--- src/include/motion_consts.svh ---
// constants of the motion state priority encoder
`ifndef MOTION_CONSTS_SVH
`define MOTION_CONSTS_SVH

`define POS_W          16
`define SAFE_W         11
`define SAFE_SHIFT     5
`define SAFE_DISABLED  11'h400
`define PRM_W          4
`define SYNC_W         5
`define GOAL_RESET     16'h0000
`define PRM_RESET      4'h0

`endif

--- src/include/motion_pkg.sv ---
// types of the motion state priority encoder
`include "motion_consts.svh"

package motion_pkg;

	typedef enum logic [2:0] {
		S_STOPPED,
		S_MOVING_TO_TARGET,
		S_REFERENCE_RUN,
		S_DECELERATING_HALT,
		S_FORCED_HALT,
		S_SHUTDOWN,
		S_SLEEP
	} motion_state_e;

	// one-cycle command strobes from the frame decoder
	typedef struct packed {
		logic write_target;
		logic write_target_short;
		logic go_safe_target_cmd;
		logic reference_run;
		logic forced_halt;
		logic decelerating_halt;
		logic sleep_req;
		logic bus_timeout;
		logic read_status;
		logic read_full_status;
		logic reload_defaults;
		logic write_motion_params;
		logic clear_positions;
		logic assign_id;
	} cmd_s;

	typedef struct packed {
		logic [`PRM_W-1:0] vmax;
		logic [`PRM_W-1:0] vmin;
		logic [`PRM_W-1:0] acc;
	} params_s;

	// optional fields carried by a reference run command
	typedef struct packed {
		logic              vmax_given;
		logic [`PRM_W-1:0] vmax;
		logic              vmin_given;
		logic [`PRM_W-1:0] vmin;
	} run_cmd_s;

endpackage

--- src/verilog/sync_2ff.sv ---
// two flip-flop synchroniser for a group of levels
`timescale 1ns/1ps

module sync_2ff #(
	parameter int WIDTH = 1
) (
	// clock and reset
	input  wire logic             sys_clk,
	input  wire logic             reset,
	// levels
	input  wire logic [WIDTH-1:0] async_in,
	output logic      [WIDTH-1:0] sync_out
);

	typedef struct packed {
		logic [WIDTH-1:0] meta;
		logic [WIDTH-1:0] stable;
	} sync_st_s;

	sync_st_s st_r;
	sync_st_s st_nxt;

	// first stage feeds only the second
	always_comb begin
		st_nxt.meta   = async_in;
		st_nxt.stable = st_r.meta;
	end

	always_ff @(posedge sys_clk) begin
		if (reset) begin
			st_r <= '0;
		end else begin
			st_r <= st_nxt;
		end
	end

	assign sync_out = st_r.stable;

endmodule

--- src/verilog/motion_state_priority_encoder.sv ---
// main control state machine of the stepper position controller
//
// Functional notes
// - short target write in stopped moves; in motion/run only goal updates; half-step only
// - go-safe-target loads goal from safe target when valid; moves from stopped
// - sleep or timeout while moving: goal=safe target if valid, else decelerate
// - sleep during run loads safe target; stop states act on sleep when stopped
// - pump, battery or electrical fault sets halt flag; shutdown or forced halt
// - over-temperature: stopped to shutdown, moving or run to decelerating halt
// - motion done returns to stopped; halt states copy current into goal
// - leaving sleep equals a full power-on reset
// - after reset enter shutdown; leave for stopped only after a full status read
// - shutdown held until over-temperature and fault halt flags are clear, unless sleep or timeout goes to sleep
// - reference run uses own parameters; missing ones copied from working RAM
// - ramp profile forced to one in second run motion; reload deferred
// - sleep flag set by timeout or sleep, cleared by next command
// - fault and over-temperature flags cleared on status read with normal conditions or on wake; step-loss on any read
// - parameters written during run take effect at next target command
// - stopped with sleep flag: sleep or move to safe target
// - safe target valid unless it holds the most negative code
// - stop flag set leaving halt states, cleared first edge in stopped
// - identifier assignment decoded except in sleep, state unchanged
// - position mismatch in stopped moves, lowest priority
// - missed-step flag blocks goal writes, sleep direct, read clears it
// - decelerating halt request while moving; ignored during run
// - position set in stopped moves; clear positions in stopped or shutdown
`timescale 1ns/1ps

module motion_state_priority_encoder
	import motion_pkg::*;
(
	// clock and reset
	input  wire logic                    sys_clk,
	input  wire logic                    reset,
	// commands from the frame decoder
	input  wire cmd_s                    cmd,
	input  wire logic [`POS_W-1:0]       cmd_position,
	input  wire run_cmd_s                run_cmd,
	input  wire logic                    half_step_mode,
	// motion datapath
	input  wire logic [`POS_W-1:0]       current_position,
	input  wire logic                    motion_done,
	input  wire logic                    run_second_motion,
	// working RAM
	input  wire logic [`SAFE_W-1:0]      safe_target,
	input  wire params_s                 ram_params,
	input  wire logic                    ram_profile_select,
	// raw condition pins
	input  wire logic                    cp_fail_pin,
	input  wire logic                    low_battery_pin,
	input  wire logic                    elec_defect_pin,
	input  wire logic                    over_temp_pin,
	input  wire logic                    wake_pin,
	// state and flags
	output motion_state_e                state_r,
	output logic [`POS_W-1:0]            goal_position_r,
	output logic                         sleep_flag_r,
	output logic                         stop_flag_r,
	output logic                         fault_halt_flag_r,
	output logic                         over_temp_flag_r,
	output logic                         step_loss_flag_r,
	output logic                         power_on_flag_r,
	output logic                         safe_target_valid_r,
	// datapath control
	output logic                         clear_current_r,
	output logic                         id_assign_r,
	output logic                         ramp_profile_select_r,
	output params_s                      run_params_r,
	output params_s                      active_params_r
);

	typedef struct packed {
		motion_state_e     state;
		logic [`POS_W-1:0] goal;
		logic              sleep;
		logic              stop;
		logic              hs;
		logic              tsd;
		logic              steploss;
		logic              por;
		logic              secen;
		logic              clr_cur;
		logic              id_pulse;
		logic              prof_base;
		logic              prof_sel;
		logic              reload_pend;
		params_s           run_prm;
		params_s           act_prm;
	} st_s;

	localparam st_s ST_RESET = '{
		state: S_SHUTDOWN, goal: `GOAL_RESET, sleep: 1'b0, stop: 1'b0,
		hs: 1'b0, tsd: 1'b0, steploss: 1'b0, por: 1'b1, secen: 1'b0,
		clr_cur: 1'b0, id_pulse: 1'b0, prof_base: 1'b0, prof_sel: 1'b0,
		reload_pend: 1'b0, run_prm: '0, act_prm: '0
	};

	st_s                st_r;
	st_s                st_nxt;
	logic [`SYNC_W-1:0] pins_s;
	logic               fault_now;
	logic               ot_now;
	logic               wake_now;
	logic               normal;
	logic               rd;
	logic               sleep_ev;
	logic               other_cmd;
	logic               secen;
	logic               goal_wr;
	logic [`POS_W-1:0]  safe_pos;
	logic               tgt_any;

	////////////////////////////////////////////////////////////////////////
	// pin synchronisers

	sync_2ff #(.WIDTH(`SYNC_W)) u_sync (
		.sys_clk  (sys_clk),
		.reset    (reset),
		.async_in ({wake_pin, over_temp_pin, elec_defect_pin, low_battery_pin, cp_fail_pin}),
		.sync_out (pins_s)
	);

	////////////////////////////////////////////////////////////////////////
	// decoded events

	assign fault_now = pins_s[0] | pins_s[1] | pins_s[2];
	assign ot_now    = pins_s[3];
	assign wake_now  = pins_s[4];
	assign normal    = ~fault_now & ~ot_now;
	assign rd        = cmd.read_status | cmd.read_full_status;
	assign sleep_ev  = cmd.sleep_req | cmd.bus_timeout;
	assign other_cmd = cmd.write_target | cmd.write_target_short | cmd.go_safe_target_cmd
		| cmd.reference_run | cmd.forced_halt | cmd.decelerating_halt | rd
		| cmd.reload_defaults | cmd.write_motion_params | cmd.clear_positions
		| cmd.assign_id;
	assign secen     = safe_target != `SAFE_DISABLED;
	assign safe_pos  = {safe_target, {`SAFE_SHIFT{1'b0}}};
	assign goal_wr   = cmd.write_target | (cmd.write_target_short & half_step_mode);
	assign tgt_any   = cmd.write_target | cmd.write_target_short;

	////////////////////////////////////////////////////////////////////////
	// next state

	always_comb begin
		st_nxt          = st_r;
		st_nxt.clr_cur  = 1'b0;
		st_nxt.id_pulse = 1'b0;
		st_nxt.secen    = secen;

		st_nxt.hs  = fault_now | (st_r.hs & ~(rd & normal));
		st_nxt.tsd = ot_now | (st_r.tsd & ~(rd & normal));
		if (rd) begin
			st_nxt.steploss = 1'b0;
		end
		// power-on flag seen by full read
		if (cmd.read_full_status) begin
			st_nxt.por = 1'b0;
		end
		if (other_cmd) begin
			st_nxt.sleep = 1'b0;
		end
		if (sleep_ev) begin
			st_nxt.sleep = 1'b1;
		end
		if (st_r.state == S_STOPPED) begin
			st_nxt.stop = 1'b0;
		end
		if (cmd.assign_id && st_r.state != S_SLEEP) begin
			st_nxt.id_pulse = 1'b1;
		end

		case (st_r.state)
			S_STOPPED: begin
				if (fault_now || ot_now) begin
					st_nxt.state = S_SHUTDOWN;
				end else if (st_r.sleep) begin
					if (!secen || current_position == safe_pos || st_r.stop || st_r.steploss) begin
						st_nxt.state = S_SLEEP;
					end else begin
						st_nxt.goal  = safe_pos;
						st_nxt.state = S_MOVING_TO_TARGET;
					end
				end else if (goal_wr && !st_r.steploss) begin
					st_nxt.goal  = cmd_position;
					st_nxt.state = S_MOVING_TO_TARGET;
				end else if (cmd.go_safe_target_cmd && secen && !st_r.steploss) begin
					st_nxt.goal  = safe_pos;
					st_nxt.state = S_MOVING_TO_TARGET;
				end else if (cmd.reference_run) begin
					st_nxt.state = S_REFERENCE_RUN;
				end else if (cmd.clear_positions) begin
					st_nxt.goal    = `GOAL_RESET;
					st_nxt.clr_cur = 1'b1;
				end else if (current_position != st_r.goal) begin
					st_nxt.state = S_MOVING_TO_TARGET;
				end
			end
			S_MOVING_TO_TARGET, S_REFERENCE_RUN: begin
				if (fault_now) begin
					st_nxt.state = S_FORCED_HALT;
				end else if (ot_now) begin
					st_nxt.state = S_DECELERATING_HALT;
				end else if (sleep_ev) begin
					if (st_r.steploss) begin
						st_nxt.state = S_SLEEP;
					end else if (secen) begin
						st_nxt.goal = safe_pos;
					end else if (st_r.state == S_MOVING_TO_TARGET) begin
						st_nxt.state = S_DECELERATING_HALT;
					end
				end else if (cmd.forced_halt) begin
					st_nxt.state    = S_FORCED_HALT;
					st_nxt.steploss = 1'b1;
				end else if (cmd.decelerating_halt && st_r.state == S_MOVING_TO_TARGET) begin
					st_nxt.state = S_DECELERATING_HALT;
				end else if (goal_wr && !st_r.steploss) begin
					st_nxt.goal = cmd_position;
				end else if (cmd.go_safe_target_cmd && secen && !st_r.steploss) begin
					st_nxt.goal = safe_pos;
				end else if (motion_done) begin
					st_nxt.state = S_STOPPED;
				end
			end
			S_DECELERATING_HALT: begin
				if (fault_now) begin
					st_nxt.state = S_FORCED_HALT;
				end else if (cmd.forced_halt) begin
					st_nxt.state    = S_FORCED_HALT;
					st_nxt.steploss = 1'b1;
				end else if (motion_done) begin
					st_nxt.state = S_STOPPED;
					st_nxt.goal  = current_position;
					st_nxt.stop  = 1'b1;
				end
			end
			S_FORCED_HALT: begin
				if (motion_done) begin
					st_nxt.state = S_STOPPED;
					st_nxt.goal  = current_position;
					st_nxt.stop  = 1'b1;
				end
			end
			S_SHUTDOWN: begin
				if (sleep_ev) begin
					st_nxt.state = S_SLEEP;
				end else if ((cmd.read_full_status || (cmd.read_status && !st_r.por))
						&& !st_nxt.hs && !st_nxt.tsd) begin
					st_nxt.state = S_STOPPED;
				end else if (cmd.clear_positions) begin
					st_nxt.goal    = `GOAL_RESET;
					st_nxt.clr_cur = 1'b1;
				end
			end
			S_SLEEP: begin
				if (wake_now) begin
					st_nxt       = ST_RESET;
					// validity follows the stored target, as after power-up
					st_nxt.secen = secen;
				end
			end
			default: begin
				st_nxt.state = S_SHUTDOWN;
			end
		endcase

		if (st_r.state == S_STOPPED && st_nxt.state == S_REFERENCE_RUN) begin
			st_nxt.run_prm.vmax = run_cmd.vmax_given ? run_cmd.vmax : ram_params.vmax;
			st_nxt.run_prm.vmin = run_cmd.vmin_given ? run_cmd.vmin : ram_params.vmin;
			st_nxt.run_prm.acc  = ram_params.acc;
		end
		if (tgt_any || (cmd.write_motion_params && st_r.state != S_REFERENCE_RUN)) begin
			st_nxt.act_prm = ram_params;
		end
		if (cmd.write_motion_params) begin
			st_nxt.prof_base = ram_profile_select;
		end
		if (cmd.reload_defaults) begin
			if (st_r.state == S_REFERENCE_RUN) begin
				st_nxt.reload_pend = 1'b1;
			end else begin
				st_nxt.prof_base = 1'b0;
			end
		end
		if (st_r.reload_pend && st_nxt.state != S_REFERENCE_RUN) begin
			st_nxt.prof_base   = 1'b0;
			st_nxt.reload_pend = 1'b0;
		end
		st_nxt.prof_sel = (st_nxt.state == S_REFERENCE_RUN && run_second_motion)
			| st_nxt.prof_base;
	end

	// state register
	always_ff @(posedge sys_clk) begin
		if (reset) begin
			st_r <= ST_RESET;
		end else begin
			st_r <= st_nxt;
		end
	end

	////////////////////////////////////////////////////////////////////////
	// outputs

	assign state_r               = st_r.state;
	assign goal_position_r       = st_r.goal;
	assign sleep_flag_r          = st_r.sleep;
	assign stop_flag_r           = st_r.stop;
	assign fault_halt_flag_r     = st_r.hs;
	assign over_temp_flag_r      = st_r.tsd;
	assign step_loss_flag_r      = st_r.steploss;
	assign power_on_flag_r       = st_r.por;
	assign safe_target_valid_r   = st_r.secen;
	assign clear_current_r       = st_r.clr_cur;
	assign id_assign_r           = st_r.id_pulse;
	assign ramp_profile_select_r = st_r.prof_sel;
	assign run_params_r          = st_r.run_prm;
	assign active_params_r       = st_r.act_prm;

	logic quiet;
	assign quiet = ~fault_now & ~ot_now & ~st_r.sleep & ~sleep_ev;
endmodule

--- config.mk ---
export PLATFORM = sky130hd
export DESIGN_NAME = motion_state_priority_encoder
export DESIGN_NICKNAME = d
export VERILOG_FILES = /design/src/include/motion_pkg.sv /design/src/verilog/sync_2ff.sv /design/src/verilog/motion_state_priority_encoder.sv
export VERILOG_INCLUDE_DIRS = /design/src /design/src/include
export SDC_FILE = /design/constraint.sdc
export NUM_CORES = 1
export LEC_CHECK = 0
export ABC_AREA = 1
export BUFFER_PORTS_ARGS = -buffer_cell sky130_fd_sc_hd__clkbuf_2
export CAP_MARGIN = 20
export CORE_MARGIN = 3
export CORE_UTILIZATION = 35
export DETAILED_ROUTE_END_ITERATION = 6
export RECOVER_POWER = 100
export SLEW_MARGIN = 25
export SYNTH_ARGS = -nofsm -noshare
export SYNTH_HDL_FRONTEND = slang
export SYNTH_SLANG_ARGS = --single-unit
--- constraint.sdc ---
create_clock -name sys_clk -period 4.18 [get_ports sys_clk]
set_clock_uncertainty 0.15 [all_clocks]
set_input_delay 0.209 -clock sys_clk [delete_from_list [all_inputs] [get_ports sys_clk]]
set_output_delay 0.209 -clock sys_clk [all_outputs]
set_load 0.02 [all_outputs]
After elaboration in Yosys (flattened, before gate mapping)
Index checks and enable logic that the tools add are counted.

word-level totals
  flip-flop bits (word level) = 65
  latch bits = 0
  memory bits (writable) = 0
  memory bits (read-only) = 0
  output and inout port bits = 53
  logic and storage cells = 192
  memories = 0

operators by class
  add/subtract/negate cells = 0
  multipliers = 0
  divide/modulo/power cells = 0
  magnitude comparators = 0
  equal/unequal tests = 28
  shift operators = 0
  multiplexer cells = 82
  bitwise logic cells = 26
  reductions and logical operators = 34

operators by type and width
  cell                    count
  $mux W16                16
  $pmux W16 S6            1
  $mux W19                5
  $mux W3                 19
  $mux W55                1
  $mux W1                 29
  $mux W28                1
  $mux W12                2
  $ne A3 B3 Y1 const B    6
  $or A1 B1 Y1            18
  $pmux W3 S6             1
  $eq A16 B16 Y1          1
  $ne A16 B16 Y1          1
  $reduce_and A16 Y1      1
  $ne A2 B2 Y1 const B    7
  $logic_and A1 B1 Y1     12
  $ne A11 B11 Y1 const B  1
  $eq A3 B2 Y1 const B    3
  $eq A3 B3 Y1 const B    3
  $pmux W1 S3             3
  $mux W4                 2
  $reduce_bool A2 Y1      4
  $logic_or A1 B1 Y1      6
  $ne A3 B2 Y1 const B    2
  other kinds (12)        25

Depth between registers and ports, before layout
  word-level depth = 19
  depth in mapped cells = 18
  mapped depth without buffers = 18

Hierarchy
Synthesis repeated with hierarchy kept, for this count alone.

unflattened totals
  cells, all modules = 756
  area, all modules = 4869.7 um^2

by module, submodules not included
  module                         times used  cells an instance  area an instance (um^2)  seq. area each (um^2)
  motion_state_priority_encoder  1           725                4583.1                   1101.1
  sync_2ff                       1           31                 286.5                    200.2

Worst setup path before layout
No wires, ideal clock.

  kind = register to register
  from = reg st_r, in the netlist step_loss_flag_r
  to = reg st_r, in the netlist run_params_r[10]
  setup time = 0.138 ns
  arrival time = 1.770 ns
  data required time = 3.892 ns
  path slack = 2.123 ns
  stages on the path, launching flop included = 16
  clock period less this slack = 2.057 ns
  cell sequence = dfxtp_1 > nor2_1 > o21ai_2 > buf_4 > o21ai_1 > inv_1 > nand2_1 > nand2_1 > nand2_1 > a21oi_2 > nand2_4 > nor2_8 > nand3_4 > buf_6 > nand3_2 > a21oi_2

on the way
  longest elaborated chain between the ends = 14
  elaborated cells between the ends (all ways) = 24

RTL lines
  element                       line                                                                        RTL
  start: declaration            motion_state_priority_encoder.sv:98                                         st_s st_r;
  start signal: assignment      motion_state_priority_encoder.sv:297                                        st_r <= st_nxt;
  $logic_not A1 Y1              --
  $logic_and A1 B1 Y1           motion_state_priority_encoder.sv:186, motion_state_priority_encoder.sv:218
  $mux W3                       motion_state_priority_encoder.sv:218                                        end else if (cmd.go_safe_target_cmd && secen && !st_r.steploss) begin
  $mux W3                       motion_state_priority_encoder.sv:216                                        end else if (goal_wr && !st_r.steploss) begin
  $mux W3                       motion_state_priority_encoder.sv:214                                        end else if (cmd.decelerating_halt && st_r.state == S_MOVING_TO_TARGET) begin
  $mux W3                       motion_state_priority_encoder.sv:211                                        end else if (cmd.forced_halt) begin
  $mux W19                      motion_state_priority_encoder.sv:203                                        end else if (sleep_ev) begin
  $mux W3                       motion_state_priority_encoder.sv:201                                        end else if (ot_now) begin
  $mux W3                       motion_state_priority_encoder.sv:199                                        if (fault_now) begin
  $pmux W3 S6 (*)               motion_state_priority_encoder.sv:172                                        case (st_r.state)
  $eq A3 B2 Y1 (*)              motion_state_priority_encoder.sv:266                                        if (st_r.state == S_STOPPED && st_nxt.state == S_REFERENCE_RUN) begin
  $logic_and A1 B1 Y1 (*)       motion_state_priority_encoder.sv:266
  $reduce_bool A2 Y1 (no line)  --
  $reduce_and A2 Y1 (no line)   --

Every way passes the cells marked *; elsewhere a longest branch is shown, timed or not.
A chain may end at the register's enable or synchronous reset.

Worst setup path in the final report
  from = reg st_r, in the netlist state_r[1]
  to = reg st_r, in the netlist run_params_r[8]

on the way
  longest elaborated chain between the ends = 13
  elaborated cells between the ends (all ways) = 40

RTL lines
  element                       line                                  RTL
  $mux W3                       motion_state_priority_encoder.sv:220  end else if (motion_done) begin
  $mux W3                       motion_state_priority_encoder.sv:218
  $mux W3                       motion_state_priority_encoder.sv:216
  $mux W3                       motion_state_priority_encoder.sv:214
  $mux W3                       motion_state_priority_encoder.sv:211
  $mux W19                      motion_state_priority_encoder.sv:203
  $mux W3                       motion_state_priority_encoder.sv:201
  $mux W3                       motion_state_priority_encoder.sv:199
  $pmux W3 S6                   motion_state_priority_encoder.sv:172
  $eq A3 B2 Y1                  motion_state_priority_encoder.sv:266
  $logic_and A1 B1 Y1           motion_state_priority_encoder.sv:266
  $reduce_bool A2 Y1 (no line)  --
  $reduce_and A2 Y1 (no line)   --

Several ways; a longest one is shown, not always the timed one. The select of a mux whose other input is x is not followed.

==> metrics.md <==
| Metric | Value |
|---|---|
| Max clock buf depth | 2 |
| CTS sink count | 65 |
| Failing checks | capacitance limit, slew limit |
| Met3 Use GR | 0.0506 |
| Synth Register Bits | 65 |
| Share of the synthesized area in the top cell type | 0.264 |
| Hold Path End | sleep_flag_r |
| WL per Instance | 15.5 um |
| Clk slew on worst S/H paths | 0.06 ns |
| Register-to-register setup slack | 0.94 ns |
| Req. time, crit path | 4.17 ns |
| Final core occ | 0.428 |
| Max-cap violations | 1 |
| Syn avg cell area | 6.37 um2 |
| CORE AREA | 13,500 um2 |
| YS warnings | 0 |
| Cell variety after synth | 47 |
| CP Capture Type | register |
| Starting Density | 0.365 |
| Crit path kind | register to register |
| Switch share | 0.442 |
| Crit Path Max Fanout | 15 |
| GR Util met2 | 0.316 |
| HP Start | cmd[8] |
| Global routing usage on met1 | 0.301 |
| Min-Delay Path Class | input port to register |
| Initial detailed-routing violation count | 543 |
| Setup violators final | 0 |
| Slew HR | -0.408 |
| Sw Pwr | 1300 uW |
| H-tree levels | 3 |
| Final period util | 0.774 |
| Port bufs | 142 |
| CP Launch Type | register |
| TNS Setup | 0 ns |
| Initial antenna violation count | 0 |
| Mapped Area | 4920 um2 |
| R2R cell count | 11 |
| First-pass GRT wire length | 26.2 mm |
| CTS tree | done |
| Largest net degree at the start of global routing | 41 |
| Routability cong. | 0.939 |
| VDD IR max | 0.000242 V |
| # Post-CTS Setup Buffers | 0 |
| Pwr Density | 508 nW/um2 |
| Synth Flop Type | dfxtp_1 |
| Die width | 125 um |
| Worst Hold Depth | 4 |
| Dpl hpwl | 12.3 mm |
| Leak | 0.00265 uW |
| Cell Int Power | 1640 uW |
| Number of synthesized flops with an enable pin | 0 |
| Vias in the first global route | 4,850 |
| Worst-skew pair later-pin latency | 0.35 ns |
| Fillers | 1,487 |
| Worst r2r dst | run_params_r[8] |
| I/O Pins | 143 |
| DR vias/cell | 5.01 |
| Dominant cells by area after synthesis | dfxtp_1 26%, nand2_1 15%, buf_4 7.2% |
| Total grt overflow | 0 |
| Die ar. | 15,500 um2 |
| Top cell type by total area after synthesis | dfxtp_1 |
| Final ANT Viol Nets | 0 |
| Worst-Margin Slew | 2.11 ns |
| Chip height | 125 um |
| Asr flop ratio synth | 0 |
| Final hold viol count | 0 |
| Period minus WS final | 3.24 ns |
| Post-synthesis sequential area ratio | 0.264 |
| Mapped Nets | 863 |
| Cells after Synth | 773 |
| Gr usage total | 0.209 |
| Clock Root Buffer | clkbuf_16 |
| Pre-antenna DRT Iters | 5 |
| Unrepaired setup endpoints after global routing | false |
| Core Rows | 42 |
| Number of buffers created by CTS | 9 |
| Post-CTS Resized | 0 |
| # hold bufs at CTS | 20 |
| Clock share of power | 0.283 |
| Most used routing layer | met2 |
| Area Overhead vs Synth | 17.5% |
| Status | complete, but fails checks |
| DR vias | 5,298 |
| R2R Path Start | state_r[1] |
| Critical path arrival | 3.23 ns |
| Final wirelength | 16.4 mm |
| Logic pwr share | 0.441 |
| Ant. Diodes | 0 |
| Sequential share of power | 0.276 |
| Post-route DRC | 0 |
| # nets final | 966 |
| Fin. max-slew vios | 41 |
| Share of layout cells above drive strength 1 | 0.179 |
| Max Clk Rate | 309 MHz |
-- kinds of logic (layout without fill, tap and decap cells) --
group | after synthesis | count (layout) | share of synthesized area
and+or+nand+nor | 369 | 369 | 0.341
xor gates and xnor gates | 2 | 2 | 0.00356
muxes | 8 | 8 | 0.0183
buffers and inverters | 165 | 273 | 0.171
DFF | 65 | 65 | 0.264
AOI/OAI and AO/OA | 164 | 164 | 0.202
-- per-stage QoR --
step / power (uW) / cell area, um2 / instances / setup slack [ns] / hold slack, ns
2_1_floorplan: 1880 / 4920 / 773 / 2.12 / 0.166
3_3_place_gp: 2150 / 5390 / 1021 / 1.23 / 0.240
3_5_place_dp: 2140 / 5390 / 1021 / 1.24 / 0.243
4_1_cts: 2990 / 5920 / 1057 / 1.36 / 0.0282
5_1_grt: 3160 / 5790 / 1057 / 0.626 / 0.0404
6_report: 2940 / 5790 / 1057 / 0.943 / 0.0493
-- cell usage in the layout, fill, tap and decap left out, types with 4 or more instances in the layout --
cell / count
clkbuf_16: 9
nand2_2: 6
o21bai_1: 4
nor2_1: 88
mux2_2: 8
o22ai_1: 4
a21oi_2: 16
o21ai_1: 7
a21oi_1: 45
nand4_1: 18
dfxtp_1: 65
clkbuf_2: 88
dlygate4sd3_1: 20
a221oi_1: 6
nand2_1: 199
inv_4: 4
inv_1: 83
o2111ai_1: 6
clkbuf_1: 57
nand3_1: 37
o21ai_0: 58
o211ai_1: 6
-- cell type report --
class                      instances  area (um2)  area share
sequential                        65        1300       0.225
clock buffer                      12         246      0.0426
tap                              176         220      0.0381
timing repair buffer             165         862       0.149
inverter                          92         358      0.0618
multi-input combinational        543        2720       0.470
clock inverter                     4        76.3      0.0132
-- power by group through the flow --
stage,Clock (uW),Combinational (uW),Sequential (uW)
after floorplan,0,1090,794
after global placement,0,1320,829
after detailed placement,0,1310,827
after CTS,847,1330,814
after global routing,873,1460,831
final,833,1300,813
-- cell usage after synthesis, types with 3 or more instances --
library cell	count
a21oi_1	45
nor2_1	87
nor3_1	3
nor2_2	3
buf_6	4
dfxtp_1	65
o21bai_1	4
o2111ai_1	6
nand3_1	26
inv_1	81
nand2_2	6
o211ai_1	6
o22ai_1	4
buf_2	3
buf_4	47
o21ai_0	51
nand3_2	14
inv_4	4
nand4_1	18
a221oi_1	6
inv_2	4
o21ai_1	14
mux2_2	8
o311ai_0	3
nand2_1	199
clkbuf_1	17
a21oi_2	16
-- per-layer routing --
metal,wire [um],up-vias
met4,263,0
met3,1490,23
met5,0,-
li1,-,2704
met1,7540,2329
met2,7070,242
-- worst max-delay path by stage --
stage,startpoint,end,slack [ns],depth (start not counted)
2_1_floorplan,step_loss_flag_r,run_params_r[10],2.12,15
3_3_place_gp,safe_target[1],run_params_r[0],1.23,15
3_5_place_dp,safe_target[1],run_params_r[0],1.24,15
4_1_cts,state_r[1],goal_position_r[4],1.36,9
5_1_grt,state_r[1],run_params_r[1],0.63,11
6_report,state_r[1],run_params_r[8],0.94,11
-- sequential cells by signal (all words and copies together), names as in the netlist --
register               cells
goal_position_r           16
step_loss_flag_r           1
sleep_flag_r               1
u_sync.st_nxt              5
stop_flag_r                1
over_temp_flag_r           1
active_params_r           12
u_sync.sync_out            5
clear_current_r            1
state_r                    3
st_r                       2
safe_target_valid_r        1
fault_halt_flag_r          1
run_params_r              12
power_on_flag_r            1
id_assign_r                1
ramp_profile_select_r      1
-- critical path, stage by stage (launching register included) --
cell     delay, ns
dfxtp_1       0.66
inv_1         0.17
nor2_1        0.15
nand2_1       0.11
nand2_1       0.36
inv_4         0.11
nor2_1        0.24
nand2_1       0.12
nand3_1       0.48
nand3_4       0.25
nand3_1       0.15
a21oi_2       0.06
Note: power is estimated with default switching activity, not from simulation.
